`src/sces_pkg.sv`:
```
// package: constants and types for the serial channel event/status block
package sces_pkg;
  // wishbone byte offsets
  localparam logic [7:0] ADR_EVENT_FLAGS = 8'h00;
  localparam logic [7:0] ADR_EVENT_MASK  = 8'h04;
  localparam logic [7:0] ADR_LINE_STATUS = 8'h08;
  localparam logic [7:0] ADR_MODE        = 8'h0C;
  localparam logic [7:0] ADR_BUSERR      = 8'h10;
  localparam logic [7:0] ADR_CONTROL     = 8'h14;
  // line_status fields
  localparam int LS_CTS  = 0;
  localparam int LS_CD   = 1;
  localparam int LS_IDLE = 2;
  // mode register fields
  localparam int MD_TXEN   = 0;
  localparam int MD_RXEN   = 1;
  localparam int MD_DIAG   = 2;
  localparam int MD_PROTO  = 4;
  localparam int MD_PHY    = 6;
  localparam int MD_DCHAN  = 8;
  localparam int MD_SWCTL  = 9;
  // control register fields
  localparam int CT_SYSIMR = 0;
  localparam int CT_CPRST  = 1;
  // event flag positions for status changes
  localparam int EV_CTS  = 5;
  localparam int EV_CD   = 6;
  localparam int EV_IDLE = 7;
  // reset values
  localparam logic [7:0] FLAGS_RST = 8'h00;
  localparam logic [7:0] MASK_RST  = 8'h00;
  localparam logic [2:0] BUSERR_NONE = 3'h7;
  // idle thresholds in bit times
  localparam logic [4:0] HDLC_IDLE_BITS = 5'h0F;
  localparam logic [4:0] UART_IDLE_MIN  = 5'h09;
  localparam logic [4:0] UART_IDLE_MAX  = 5'h0D;
  // wishbone wait: ack one cycle after request taken
  localparam int WB_ACK_DELAY = 1;

  typedef enum logic [1:0] {
    SCES_DIAG_NORMAL = 2'h0,
    SCES_DIAG_LOOP   = 2'h1,
    SCES_DIAG_ECHO   = 2'h2,
    SCES_DIAG_SOFT   = 2'h3
  } sces_diag_t;

  typedef enum logic [1:0] {
    SCES_PROTO_HDLC = 2'h0,
    SCES_PROTO_UART = 2'h1,
    SCES_PROTO_OTHR = 2'h2,
    SCES_PROTO_RSVD = 2'h3
  } sces_proto_t;

  typedef enum logic [1:0] {
    SCES_PHY_NONMULTIPLEXED_INTERFACE = 2'h0,
    SCES_PHY_PCM  = 2'h1,
    SCES_PHY_MUX  = 2'h2,
    SCES_PHY_MUX2 = 2'h3
  } sces_phy_t;

  typedef struct packed {
    logic cts;
    logic cd;
    logic rxd;
  } sces_line_t;

  typedef struct packed {
    logic       err;
    logic [2:0] chan;
  } sces_dma_err_t;
endpackage

```
`src/sces_top.sv`:
```
// top: event flags, mask, line status and serial dma bus-error report
//
// Added by the designer: the register addresses and the Wishbone interface to the registers.
`timescale 1ns/100ps
// Summary of operation
// events set flags regardless of mask
// write one clears flag, zero keeps
// software avoids read-modify-write flag clearing
// flags clear on any reset source
// masked-in set flag raises pending bit
// interrupt also needs system mask enable
// eight-bit mask, same positions, reset zero
// pending clears when all unmasked flags clear
// read-only status, bits seven-three zero
// cts valid after tx enable, transmit_line_clock edges
// cd, idle valid after rx enable, rclk edges
// first enable flags a status change
// hdlc idle after fifteen ones
// uart idle after one idle character
// normal mode: no carrier forces idle
// software mode: idle follows line only
// cd same polarity, zero when multiplexed
// cts zero in pcm, d channel only
// software-controlled lines still report changes
// dma bus error interrupts, records channel
// processor restarted after dma bus error
// dma retry gives no status or interrupt
// line samples synchronised before use
module sces_top #(
  parameter int EVW = 8
) (
  input  wire logic        clk_i,
  input  wire logic        rst_i,
  input  wire logic        cp_rst_i,
  input  wire logic [31:0] wb_adr_i,
  input  wire logic [31:0] wb_dat_i,
  output logic      [31:0] wb_dat_o,
  input  wire logic        wb_we_i,
  input  wire logic [3:0]  wb_sel_i,
  input  wire logic        wb_cyc_i,
  input  wire logic        wb_stb_i,
  output logic             wb_ack_o,
  input  wire logic [EVW-1:0] proto_event_i,
  input  wire logic        transmit_line_clock_i,
  input  wire logic        rclk_i,
  input  wire logic        cts_i,
  input  wire logic        cd_i,
  input  wire logic        rxd_i,
  input  wire logic        dma_berr_i,
  input  wire logic        dma_retry_i,
  input  wire logic [2:0]  dma_chan_i,
  output logic             chan_pending_o,
  output logic             chan_irq_o,
  output logic             berr_irq_o
);

  // two-flop synchronisers for pins, three-flop synchronisers for line clocks
  sces_pkg::sces_line_t line_m_q, line_s_q;
  logic [1:0] transmit_line_clock_m_q, rclk_m_q;
  logic transmit_line_clock_s_q, rclk_s_q, transmit_line_clock_p_q, rclk_p_q;

  always_ff @(posedge clk_i) begin
    line_m_q <= '{cts: cts_i, cd: cd_i, rxd: rxd_i};
    line_s_q <= line_m_q;
    transmit_line_clock_m_q <= {transmit_line_clock_m_q[0], transmit_line_clock_i};
    rclk_m_q <= {rclk_m_q[0], rclk_i};
  end

  always_ff @(posedge clk_i) begin
    if (rst_i) begin
      transmit_line_clock_s_q <= 1'b0;
      rclk_s_q <= 1'b0;
      transmit_line_clock_p_q <= 1'b0;
      rclk_p_q <= 1'b0;
    end else begin
      transmit_line_clock_s_q <= transmit_line_clock_m_q[1];
      rclk_s_q <= rclk_m_q[1];
      transmit_line_clock_p_q <= transmit_line_clock_s_q;
      rclk_p_q <= rclk_s_q;
    end
  end

  wire transmit_line_clock_rise = transmit_line_clock_s_q & ~transmit_line_clock_p_q;
  wire rclk_rise = rclk_s_q & ~rclk_p_q;

  // registers
  logic [EVW-1:0] flags_q, mask_q;
  logic [9:0]  mode_q;
  logic [1:0]  ctrl_q;
  logic        any_rst;
  assign any_rst = rst_i | cp_rst_i | ctrl_q[sces_pkg::CT_CPRST];

  wire txen = mode_q[sces_pkg::MD_TXEN];
  wire rxen = mode_q[sces_pkg::MD_RXEN];
  sces_pkg::sces_diag_t  diag;
  sces_pkg::sces_proto_t proto;
  sces_pkg::sces_phy_t   phy;
  assign diag  = sces_pkg::sces_diag_t'(mode_q[sces_pkg::MD_DIAG +: 2]);
  assign proto = sces_pkg::sces_proto_t'(mode_q[sces_pkg::MD_PROTO +: 2]);
  assign phy   = sces_pkg::sces_phy_t'(mode_q[sces_pkg::MD_PHY +: 2]);

  // wishbone decode; ack one cycle after the request is seen
  wire wb_req = wb_cyc_i & wb_stb_i & ~wb_ack_o;
  wire wb_wr  = wb_req & wb_we_i & wb_sel_i[0];
  wire [7:0] wb_off = wb_adr_i[7:0];

  // cts sampling on transmit_line_clock edges, cd/rxd on rclk edges
  logic cts_q, cd_q, idle_q;
  logic [4:0] ones_q, ones_nx;
  logic cts_seen_q, rx_seen_q;
  logic mux_phy;
  assign mux_phy = (phy == sces_pkg::SCES_PHY_MUX) | (phy == sces_pkg::SCES_PHY_MUX2);

  logic cts_eff, cd_eff;
  always_comb begin
    cts_eff = line_s_q.cts;
    if (phy == sces_pkg::SCES_PHY_PCM)
      cts_eff = 1'b0;
    else if (mux_phy && !mode_q[sces_pkg::MD_DCHAN])
      cts_eff = 1'b0;
    cd_eff = mux_phy ? 1'b0 : line_s_q.cd;
  end

  // line ones counter: rxd high counts bit times
  // idle judged on the count including the bit sampled now, else it lags one bit
  always_comb begin
    ones_nx = ones_q;
    if (!line_s_q.rxd)
      ones_nx = 5'h00;
    else if (ones_q != sces_pkg::UART_IDLE_MAX + 5'h02)
      ones_nx = ones_q + 5'h01;
  end

  logic line_idle;
  always_comb begin
    case (proto)
      sces_pkg::SCES_PROTO_HDLC: line_idle = (ones_nx >= sces_pkg::HDLC_IDLE_BITS);
      sces_pkg::SCES_PROTO_UART: line_idle = (ones_nx >= sces_pkg::UART_IDLE_MIN);
      default:                   line_idle = 1'b0;
    endcase
  end

  logic idle_eff;
  always_comb begin
    idle_eff = line_idle;
    if (diag == sces_pkg::SCES_DIAG_NORMAL && !cd_eff)
      idle_eff = 1'b1;
  end

  always_ff @(posedge clk_i) begin
    if (any_rst)
      ones_q <= 5'h00;
    else if (rclk_rise && rxen)
      ones_q <= ones_nx;
  end

  logic cts_chg, cd_chg, idle_chg;
  always_ff @(posedge clk_i) begin
    if (any_rst) begin
      cts_q      <= 1'b0;
      cd_q       <= 1'b0;
      idle_q     <= 1'b0;
      cts_seen_q <= 1'b0;
      rx_seen_q  <= 1'b0;
      cts_chg    <= 1'b0;
      cd_chg     <= 1'b0;
      idle_chg   <= 1'b0;
    end else begin
      cts_chg  <= 1'b0;
      cd_chg   <= 1'b0;
      idle_chg <= 1'b0;
      if (txen && transmit_line_clock_rise) begin
        cts_seen_q <= 1'b1;
        if (!cts_seen_q || cts_eff != cts_q) begin
          cts_q   <= cts_eff;
          cts_chg <= 1'b1;
        end
      end
      if (rxen && rclk_rise) begin
        rx_seen_q <= 1'b1;
        if (!rx_seen_q || cd_eff != cd_q) begin
          cd_q   <= cd_eff;
          cd_chg <= 1'b1;
        end
        if (!rx_seen_q || idle_eff != idle_q) begin
          idle_q   <= idle_eff;
          idle_chg <= 1'b1;
        end
      end
    end
  end

  // event flags: set beats clear
  logic [EVW-1:0] set_vec;
  always_comb begin
    set_vec = proto_event_i;
    set_vec[sces_pkg::EV_CTS]  = set_vec[sces_pkg::EV_CTS] | cts_chg;
    set_vec[sces_pkg::EV_CD]   = set_vec[sces_pkg::EV_CD] | cd_chg;
    set_vec[sces_pkg::EV_IDLE] = set_vec[sces_pkg::EV_IDLE] | idle_chg;
  end

  always_ff @(posedge clk_i) begin
    if (any_rst)
      flags_q <= sces_pkg::FLAGS_RST;
    else if (wb_wr && wb_off == sces_pkg::ADR_EVENT_FLAGS)
      flags_q <= (flags_q & ~wb_dat_i[EVW-1:0]) | set_vec;
    else
      flags_q <= flags_q | set_vec;
  end

  always_ff @(posedge clk_i) begin
    if (rst_i) begin
      mask_q <= sces_pkg::MASK_RST;
      mode_q <= 10'h000;
      ctrl_q <= 2'h0;
    end else begin
      ctrl_q[sces_pkg::CT_CPRST] <= 1'b0;
      if (wb_wr && wb_off == sces_pkg::ADR_EVENT_MASK)
        mask_q <= wb_dat_i[EVW-1:0];
      if (wb_wr && wb_off == sces_pkg::ADR_MODE)
        mode_q <= wb_dat_i[9:0];
      if (wb_wr && wb_off == sces_pkg::ADR_CONTROL)
        ctrl_q <= wb_dat_i[1:0];
    end
  end

  // serial dma bus error: retries are ignored
  sces_pkg::sces_dma_err_t berr_q;
  always_ff @(posedge clk_i) begin
    if (any_rst)
      berr_q <= '{err: 1'b0, chan: sces_pkg::BUSERR_NONE};
    else if (dma_berr_i && !dma_retry_i && !berr_q.err)
      berr_q <= '{err: 1'b1, chan: dma_chan_i};
  end

  // interrupt outputs, registered
  always_ff @(posedge clk_i) begin
    if (any_rst) begin
      chan_pending_o <= 1'b0;
      chan_irq_o     <= 1'b0;
      berr_irq_o     <= 1'b0;
    end else begin
      chan_pending_o <= |(flags_q & mask_q);
      chan_irq_o     <= (|(flags_q & mask_q)) & ctrl_q[sces_pkg::CT_SYSIMR];
      berr_irq_o     <= berr_q.err;
    end
  end

  // read mux; unmapped reads return zero with ack
  logic [31:0] rd;
  always_comb begin
    rd = 32'h0000_0000;
    case (wb_off)
      sces_pkg::ADR_EVENT_FLAGS: rd[EVW-1:0] = flags_q;
      sces_pkg::ADR_EVENT_MASK:  rd[EVW-1:0] = mask_q;
      sces_pkg::ADR_LINE_STATUS: begin
        rd[sces_pkg::LS_CTS]  = cts_q;
        rd[sces_pkg::LS_CD]   = cd_q;
        rd[sces_pkg::LS_IDLE] = idle_q;
      end
      sces_pkg::ADR_MODE:    rd[9:0] = mode_q;
      sces_pkg::ADR_BUSERR:  rd[3:0] = berr_q;
      sces_pkg::ADR_CONTROL: rd[1:0] = ctrl_q;
      default:               rd = 32'h0000_0000;
    endcase
  end

  always_ff @(posedge clk_i) begin
    if (rst_i) begin
      wb_ack_o <= 1'b0;
      wb_dat_o <= 32'h0000_0000;
    end else begin
      wb_ack_o <= wb_req;
      wb_dat_o <= wb_req ? rd : 32'h0000_0000;
    end
  end

endmodule // sces_top

```
`config.mk`:
```
export PLATFORM = sky130hd
export DESIGN_NAME = sces_top
export DESIGN_NICKNAME = d
export VERILOG_FILES = /design/src/sces_pkg.sv /design/src/sces_top.sv
export SDC_FILE = /design/constraint.sdc
export NUM_CORES = 1
export LEC_CHECK = 0
export ABC_AREA = 1
export ABC_CLOCK_PERIOD_IN_PS = 1840
export BUFFER_PORTS_ARGS = -buffer_cell sky130_fd_sc_hd__buf_4
export CELL_PAD_IN_SITES_DETAIL_PLACEMENT = 0
export CELL_PAD_IN_SITES_GLOBAL_PLACEMENT = 1
export CORE_ASPECT_RATIO = 1.2
export CORE_MARGIN = 2
export CORE_UTILIZATION = 34
export CTS_BUF_LIST = sky130_fd_sc_hd__clkbuf_4 sky130_fd_sc_hd__clkbuf_8
export CTS_CLUSTER_DIAMETER = 50
export CTS_CLUSTER_SIZE = 28
export DETAILED_ROUTE_END_ITERATION = 10
export PLACE_DENSITY_LB_ADDON = 0.1
export SYNTH_ARGS = -nofsm -noshare
export SYNTH_HDL_FRONTEND = slang
export SYNTH_SLANG_ARGS = --single-unit
export TNS_END_PERCENT = 100
```
`constraint.sdc`:
```
create_clock -name clk_i -period 1.84 [get_ports clk_i]
set_input_delay 0.092 -clock clk_i [delete_from_list [all_inputs] [get_ports clk_i]]
set_output_delay 0.092 -clock clk_i [all_outputs]
set_load 0.005 [all_outputs]
```
==> impl_results.rst, run 1 <==
.. list-table::
   :header-rows: 1

   * - Metric
     - Value
   * - Run status
     - finished, final reports clean
   * - ANT nets after route
     - 0
   * - Most used standard cell by instance count after synthesis
     - sky130_fd_sc_hd__dfxtp_1
   * - Worst supply voltage drop on vdd
     - 415 µV
   * - HPWL after detailed placement
     - 5.56 mm
   * - Placeable core region
     - 8660 µm²
   * - Critical Path RT
     - 2140 ps
   * - Number of DRC violations after detailed-routing iteration 0
     - 113
   * - Overall routing resource usage
     - 16.2%
   * - Parity-gate share of the synthesized area counting xor and xnor cells
     - 0.286%
   * - Number of antenna violations at the first check in global routing
     - 0
   * - Vias in the first global route
     - 2583
   * - Source-to-sink clock delay at the later pin of the worst-skew pair
     - 350 ps
   * - Final Core Density
     - 47.4%
   * - Critical Path Start Type
     - register
   * - Nets
     - 592
   * - Capture instance of the worst register-to-register path
     - idle_chg$_SDFF_PP0_
   * - Avg Cell Area, Syn
     - 7.53 µm²
   * - Layout Cells excl Fill
     - 621
   * - Combinational family with the most area after synthesis
     - simple AND/OR/NAND/NOR gates
   * - Area Overhead vs Synth
     - 34.2%
   * - Cell area after technology mapping
     - 3060 µm²
   * - Largest net degree at the start of global routing
     - 20
   * - Multiplexer fraction of the synthesized cell area
     - 0%
   * - Remaining DRCs
     - 0
   * - Type of the setup path with the least slack
     - register to register
   * - Yosys warning count
     - 0
   * - Leakage power
     - 1.89 nW
   * - Average wire length per cell after detail routing
     - 12.6 µm
   * - Part of the Yosys area used for sequential elements
     - 47.8%
   * - Number of enable flip-flop cells after synthesis
     - 0
   * - RePlAce Congestion
     - 0.812
   * - Final Cycle Share
     - 95.1%
   * - Cells taking the most area after synthesis
     - sky130_fd_sc_hd__dfxtp_1, sky130_fd_sc_hd__nand2_1, sky130_fd_sc_hd__inv_1
   * - Proportion of netlist area held by the largest area contributor
     - 47.8%
   * - Die Y
     - 108 µm
   * - Port bufs
     - 56
   * - Drt first pass iters
     - 6
   * - Path class of the lowest-slack min-delay path
     - input port to register
   * - Adder-cell area share of the yosys netlist
     - 0.409%
   * - Element type at the critical path end
     - register
   * - Final clock skew
     - 9.09 ps
   * - Minimum clock period after layout
     - 1750 ps
   * - Hold violation count in the final report
     - 0
   * - Count of clock tree sinks
     - 73
   * - Worst-case clock buffer depth
     - 2
   * - CP Max Fanout
     - 5
   * - Proportion of layout cells with a drive suffix above 1
     - 24.0%
   * - Power Dens Cells
     - 755 nW/µm²
   * - Final Routed Wirelength
     - 7.82 mm
   * - Std-Cell Rows
     - 37
   * - Post-detailed-route via-to-cell ratio
     - 4.52
   * - Clock Pin Slew Worst Setup and Hold Paths
     - 80 ps
   * - CTS H-tree lvls
     - 3
   * - Flip-flop cell with the highest count after synthesis
     - sky130_fd_sc_hd__dfxtp_1
   * - First-pass GRT wire length
     - 12.3 mm
   * - Synth Register Bits
     - 73
   * - CTS tree
     - built
   * - Number of placed instances with taps included
     - 584
   * - Share of flip-flops with an asynchronous set or reset after synthesis
     - 0%
   * - Die footprint
     - 9780 µm²
   * - CTS Root Buffer Type
     - sky130_fd_sc_hd__clkbuf_8
   * - Via count
     - 2807
   * - Post-synth top area cell
     - sky130_fd_sc_hd__dfxtp_1
   * - Endpoint of the most critical setup path
     - idle_chg$_SDFF_PP0_
   * - Count of distinct cell types in the synthesized netlist
     - 34
   * - Antenna fix cells
     - 0
   * - Commonest cells in the synthesized netlist
     - sky130_fd_sc_hd__dfxtp_1, sky130_fd_sc_hd__nand2_1, sky130_fd_sc_hd__inv_1
   * - RSZ-0062 raised after global routing
     - true
   * - Reg-to-reg startpoint
     - ones_q[0]$_SDFFE_PP0P_
   * - Worst Reg-to-Reg Cells
     - 15
   * - Horizontal extent of the die
     - 90.6 µm
   * - Number of setup violations in the final report
     - 0
   * - Count of final max-slew check failures
     - 0
   * - Number of top-level pins
     - 128
   * - R2R Setup Slk
     - 90 ps
   * - Gr ovfl total
     - 0
   * - Inserted Clock Buffers
     - 9
   * - First element of the critical path
     - ones_q[0]$_SDFFE_PP0P_
   * - Complex-gate fraction of the synthesized area
     - 14.6%
   * - Count of maximum capacitance violations
     - 0
   * - Fmax achieved
     - 572 MHz
   * - Synth Instances
     - 406
   * - Post-synthesis share of cell area spent on and, or, nand and nor gates
     - 22.0%
   * - Initial core utilization
     - 35.3%
   * - Data arrival time of the critical path
     - 2050 ps
[timing repair]
item | 4_1_cts | 5_1_grt
endpoints found under the hold margin | 23 | 0
setup buffers | 0 | 2
endpoints found under the setup margin | 0 | 2
hold buffers | 19 | 0
gates resized for setup | 0 | 27
[sequential cells by signal, summed over array words and instances (netlist names), 2 cells and up]
| name | flops |
|---|---|
| transmit_line_clock_m_q | 2 |
| line_s_q | 3 |
| ctrl_q | 2 |
| berr_q | 4 |
| ones_q | 5 |
| wb_dat_o | 10 |
| mode_q | 10 |
| rclk_m_q | 2 |
| mask_q | 8 |
| flags_q | 8 |
| line_m_q | 3 |
[per-layer routing]
layer  global-route usage (%)  part of all wire (%)  vias up  routed length (µm)
met5                        0                     0        -                   0
met4                     7.03                   1.6        0                 125
met3                     3.85                   4.1        7                 319
met2                     28.3                    51       64                3990
met1                     18.9                    43     1293                3380
li1                         -                     -     1443                   -
[power breakdown]
| group | internal (mW) | switching [mW] |
|---|---|---|
| Sequential | 1.61 | 0.0151 |
| Combinational | 0.113 | 0.102 |
| Clock | 0.646 | 0.618 |
| Total | 2.37 | 0.735 |
[final cells by class]
cell class                      instances  area (µm²)
Clock inverter                          6        67.6
Timing Repair Buffer                   90         727
Sequential cell                        73        1460
Fill cell                             910        4550
Inverter                               66         248
Tap cell                              117         146
Multi-Input combinational cell        259        1320
Clock buffer                           10         131
[per-stage QoR]
stage	power, mW	area, µm²	hold WS, ps	TNS, ps	worst slack (ps)
6_report	3.10	4110	20.4	0	90.8
2_1_floorplan	1.76	3140	120	0	214
5_1_grt	3.25	4110	2.71	-90.3	-90.3
4_1_cts	3.15	3990	0.450	0	35.8
3_5_place_dp	1.84	3600	198	0	48.8
3_3_place_gp	1.84	3600	196	0	77.1
[critical path: stages, from the launching register on]
cell,delay [ps]
sky130_fd_sc_hd__dfxtp_2,360
sky130_fd_sc_hd__ha_4,140
sky130_fd_sc_hd__nand2_2,60
sky130_fd_sc_hd__nor2_4,220
sky130_fd_sc_hd__nand2_4,110
sky130_fd_sc_hd__nand2_2,80
sky130_fd_sc_hd__nand3_2,100
sky130_fd_sc_hd__nor2_2,120
sky130_fd_sc_hd__nand2_1,60
sky130_fd_sc_hd__nand2_2,80
sky130_fd_sc_hd__nand2_2,70
sky130_fd_sc_hd__nand3_2,90
sky130_fd_sc_hd__nand2_1,50
sky130_fd_sc_hd__nand3_1,60
sky130_fd_sc_hd__nand2_1,50
sky130_fd_sc_hd__inv_1,40
[cells by family after synthesis]
kind of cell,after synthesis
other,1
adder cells (fa/ha/maj),1
buffers and inverters,95
AO/OA/AOI/OAI,82
flip-flops,73
AND/OR/NAND/NOR,153
XOR/XNOR,1
[worst min path at each step]
stage	from	end	cells after the start
finish	wb_dat_i[3]	mode_q[3]$_SDFFE_PP0P_	3
global route	wb_dat_i[4]	mask_q[4]$_SDFFE_PP0P_	3
CTS	wb_dat_i[3]	mode_q[3]$_SDFFE_PP0P_	3
detailed placement	rclk_i	rclk_m_q[0]$_DFF_P_	1
global placement	rclk_i	rclk_m_q[0]$_DFF_P_	1
floorplan	rxd_i	line_m_q[0]$_DFF_P_	0
[placed cells by master, fill, tap and decap left out, drive strengths merged, types with 2 or more instances in the layout]
cell type    Yosys  layout
dfxtp           73      73
buf             25      71
a21oi           37      37
dlygate4sd3      0      19
clkbuf           4      10
conb             1      22
clkinv           1       3
nand2           69      69
clkinvlp         0       2
nand4            7       7
o21ai           34      34
nand3           22      22
a41oi            2       2
o22ai            4       4
nor2            45      45
inv             65      66
nor3             8       8
o211ai           2       2
Note: power is estimated with default switching activity, not from simulation.
==> inputs of run 2 (changes only) <==
--- a/config.mk
+++ b/config.mk
@@ -18,6 +18,7 @@
 export CTS_CLUSTER_SIZE = 28
 export DETAILED_ROUTE_END_ITERATION = 10
 export PLACE_DENSITY_LB_ADDON = 0.1
+export SETUP_SLACK_MARGIN = 0.1
 export SYNTH_ARGS = -nofsm -noshare
 export SYNTH_HDL_FRONTEND = slang
 export SYNTH_SLANG_ARGS = --single-unit
==> run 2 against run 1 <==
Sequential share of layout area down 0.32 points. Highest routed layer unchanged. Clock skew down 0.53 ps. Fmax up 1.3%. Clock-buffer cell count unchanged. Die area unchanged. Clock power about the same. Utilization up 0.43 points. Critical path depth unchanged. Worst setup slack better by 22 ps. Critical endpoint unchanged. Worst hold slack better by 1.3 ps. Total power about the same.
==> impl_results.rst, run 2 (synthesis gave the netlist of run 1 again) <==
.. list-table::
   :header-rows: 1

   * - Metric
     - Value
   * - First-pass GRT wire length
     - 12.3 mm
   * - Pre-CTS worst setup slack
     - 48.8 ps
   * - Largest net degree at the start of global routing
     - 20
   * - Initial core utilization
     - 35.3%
   * - Area of the multi-input gates
     - 1350 µm²
   * - Inserted Clock Buffers
     - 9
   * - Area Overhead vs Synth
     - 35.5%
   * - CTS H-tree lvls
     - 3
   * - Worst supply voltage drop on vdd
     - 416 µV
   * - CTS tree
     - built
   * - Fin Setup TNS
     - 0 ps
   * - Run status
     - finished, final reports clean
   * - Depth of the worst hold-timing path
     - 3
   * - Clock Pin Slew Worst Setup and Hold Paths
     - 80 ps
   * - Die footprint
     - 9780 µm²
   * - ANT nets after route
     - 0
   * - Final Core Density
     - 47.9%
   * - Via count
     - 2804
   * - Drt first pass iters
     - 5
   * - Gr ovfl total
     - 0
   * - Total area of sequential cells
     - 1460 µm²
   * - Number of top-level pins
     - 128
   * - Std-Cell Rows
     - 37
   * - Final Cycle Share
     - 93.9%
   * - Port bufs
     - 56
   * - Count of maximum capacitance violations
     - 0
   * - Element type at the critical path end
     - register
   * - Source-to-sink clock delay at the later pin of the worst-skew pair
     - 350 ps
   * - Leakage power
     - 1.92 nW
   * - Fmax achieved
     - 579 MHz
   * - Largest regs
     - mode_q (10), wb_dat_o (10)
   * - Minimum clock period after layout
     - 1730 ps
   * - Count of final max-slew check failures
     - 0
   * - Average wire length per cell after detail routing
     - 12.6 µm
   * - Worst-case clock buffer depth
     - 2
   * - Hold_ws
     - 21.7 ps
   * - Die Y
     - 108 µm
   * - Final Routed Wirelength
     - 7.85 mm
   * - Data arrival time of the critical path
     - 1980 ps
   * - Power Dens Cells
     - 749 nW/µm²
   * - RSZ-0062 raised after global routing
     - true
   * - Type of the setup path with the least slack
     - register to register
   * - Number of antenna violations at the first check in global routing
     - 0
   * - Path class of the lowest-slack min-delay path
     - input port to register
   * - Final clock skew
     - 8.56 ps
   * - Filler cell count in the final layout
     - 911
   * - Fin area
     - 4140 µm²
   * - Worst Reg-to-Reg Cells
     - 15
   * - Placeable core region
     - 8660 µm²
   * - CP Max Fanout
     - 5
   * - HPWL after detailed placement
     - 5.56 mm
   * - Placed standard-cell area
     - 3600 µm²
   * - Proportion of layout cells with a drive suffix above 1
     - 24.5%
   * - Number of setup violations in the final report
     - 0
   * - Nets
     - 594
   * - Critical Path RT
     - 2090 ps
   * - Most common cell after layout, fill and taps aside
     - sky130_fd_sc_hd__buf_4
   * - Leading cell types in the layout, fill and taps excluded
     - sky130_fd_sc_hd__buf_4, sky130_fd_sc_hd__dfxtp_1, sky130_fd_sc_hd__inv_1
   * - RePlAce Congestion
     - 0.812
   * - Horizontal extent of the die
     - 90.6 µm
   * - Worst path setup slack after routing
     - 113 ps
   * - Count of clock tree sinks
     - 73
   * - Remaining DRCs
     - 0
   * - Vias in the first global route
     - 2595
   * - Post-detailed-route via-to-cell ratio
     - 4.50
   * - Hold violation count in the final report
     - 0
   * - CTS Root Buffer Type
     - sky130_fd_sc_hd__clkbuf_8
   * - Number of DRC violations after detailed-routing iteration 0
     - 136
   * - Antenna fix cells
     - 0
   * - Critical Path Start Type
     - register
   * - Overall routing resource usage
     - 16.2%
==> run 2: cell types whose count changed in the layout (fill, tap and decap cells not counted) <==
| cell | previous run | this run |
|---|---|---|
| sky130_fd_sc_hd__o21ai_0 | 31 | 30 |
| sky130_fd_sc_hd__nand2_4 | 1 | 3 |
| sky130_fd_sc_hd__nand3_4 | 1 | 2 |
| sky130_fd_sc_hd__buf_4 | 70 | 72 |
| sky130_fd_sc_hd__o21ai_1 | 2 | 3 |
| sky130_fd_sc_hd__nand3_1 | 15 | 14 |
| sky130_fd_sc_hd__nand2_2 | 9 | 7 |
==> run 2: what timing repair did <==
item,CTS,global route
endpoints found under the hold margin,23,0
setup endpoints to repair,2,2
buffers inserted,0,4
pin swaps,0,13
gates resized for setup,3,29
hold buffers,19,0
==> run 2: critical path, stage by stage (launching register included) <==
cell	delay [ps]
sky130_fd_sc_hd__dfxtp_2	360
sky130_fd_sc_hd__ha_4	150
sky130_fd_sc_hd__nand2_4	50
sky130_fd_sc_hd__nor2_4	210
sky130_fd_sc_hd__buf_6	130
sky130_fd_sc_hd__nand3_4	60
sky130_fd_sc_hd__nand3_4	80
sky130_fd_sc_hd__nor2_2	40
sky130_fd_sc_hd__nand2_1	70
sky130_fd_sc_hd__nand3_2	90
sky130_fd_sc_hd__nand2_2	90
sky130_fd_sc_hd__nand3_2	80
sky130_fd_sc_hd__nand2_1	70
sky130_fd_sc_hd__nand3_1	60
sky130_fd_sc_hd__nand2_1	60
sky130_fd_sc_hd__inv_1	30
==> run 2: cell type report <==
| type | instances | share of cell area (%) |
|---|---|---|
| multi-input combinational | 259 | 32.5 |
| inverter | 66 | 5.98 |
| timing repair buffer | 92 | 17.9 |
| clock buffer | 10 | 3.17 |
| tap | 117 | 3.53 |
| sequential | 73 | 35.3 |
| clock inverter | 6 | 1.63 |
==> run 2: path summary, 6_finish.rpt <==
kind / start / end / slack, ps
worst max-delay path: ones_q[1]$_SDFFE_PP0P_ / idle_chg$_SDFF_PP0_ / 110
worst min-delay path: wb_dat_i[3] / mode_q[3]$_SDFFE_PP0P_ / 20
worst max register to register: ones_q[1]$_SDFFE_PP0P_ / idle_chg$_SDFF_PP0_ / 110
worst min register to register: line_m_q[0]$_DFF_P_ / line_s_q[0]$_DFF_P_ / 330
==> run 2: stage by stage <==
stage / total power [mW] / instances
2_1_floorplan: 1.76 / 427
3_3_place_gp: 1.84 / 584
3_5_place_dp: 1.84 / 584
4_1_cts: 3.15 / 619
5_1_grt: 3.25 / 623
6_report: 3.10 / 623
==> run 2: layer usage <==
| metal | part of all wire [%] | global-route usage [%] | vias up |
|---|---|---|---|
| met4 | 1.8 | 7.47 | 0 |
| met2 | 51 | 28.2 | 67 |
| met5 | 0 | 0 | - |
| li1 | - | - | 1446 |
| met3 | 4.3 | 3.85 | 9 |
| met1 | 43 | 18.9 | 1282 |
==> run 2: power by group <==
group	leakage [nW]	internal, mW	total (mW)	switching [mW]
Sequential	0.596	1.61	1.62	0.0150
Clock	0.0963	0.646	1.26	0.618
Combinational	1.23	0.114	0.217	0.103
Total	1.92	2.37	3.10	0.735
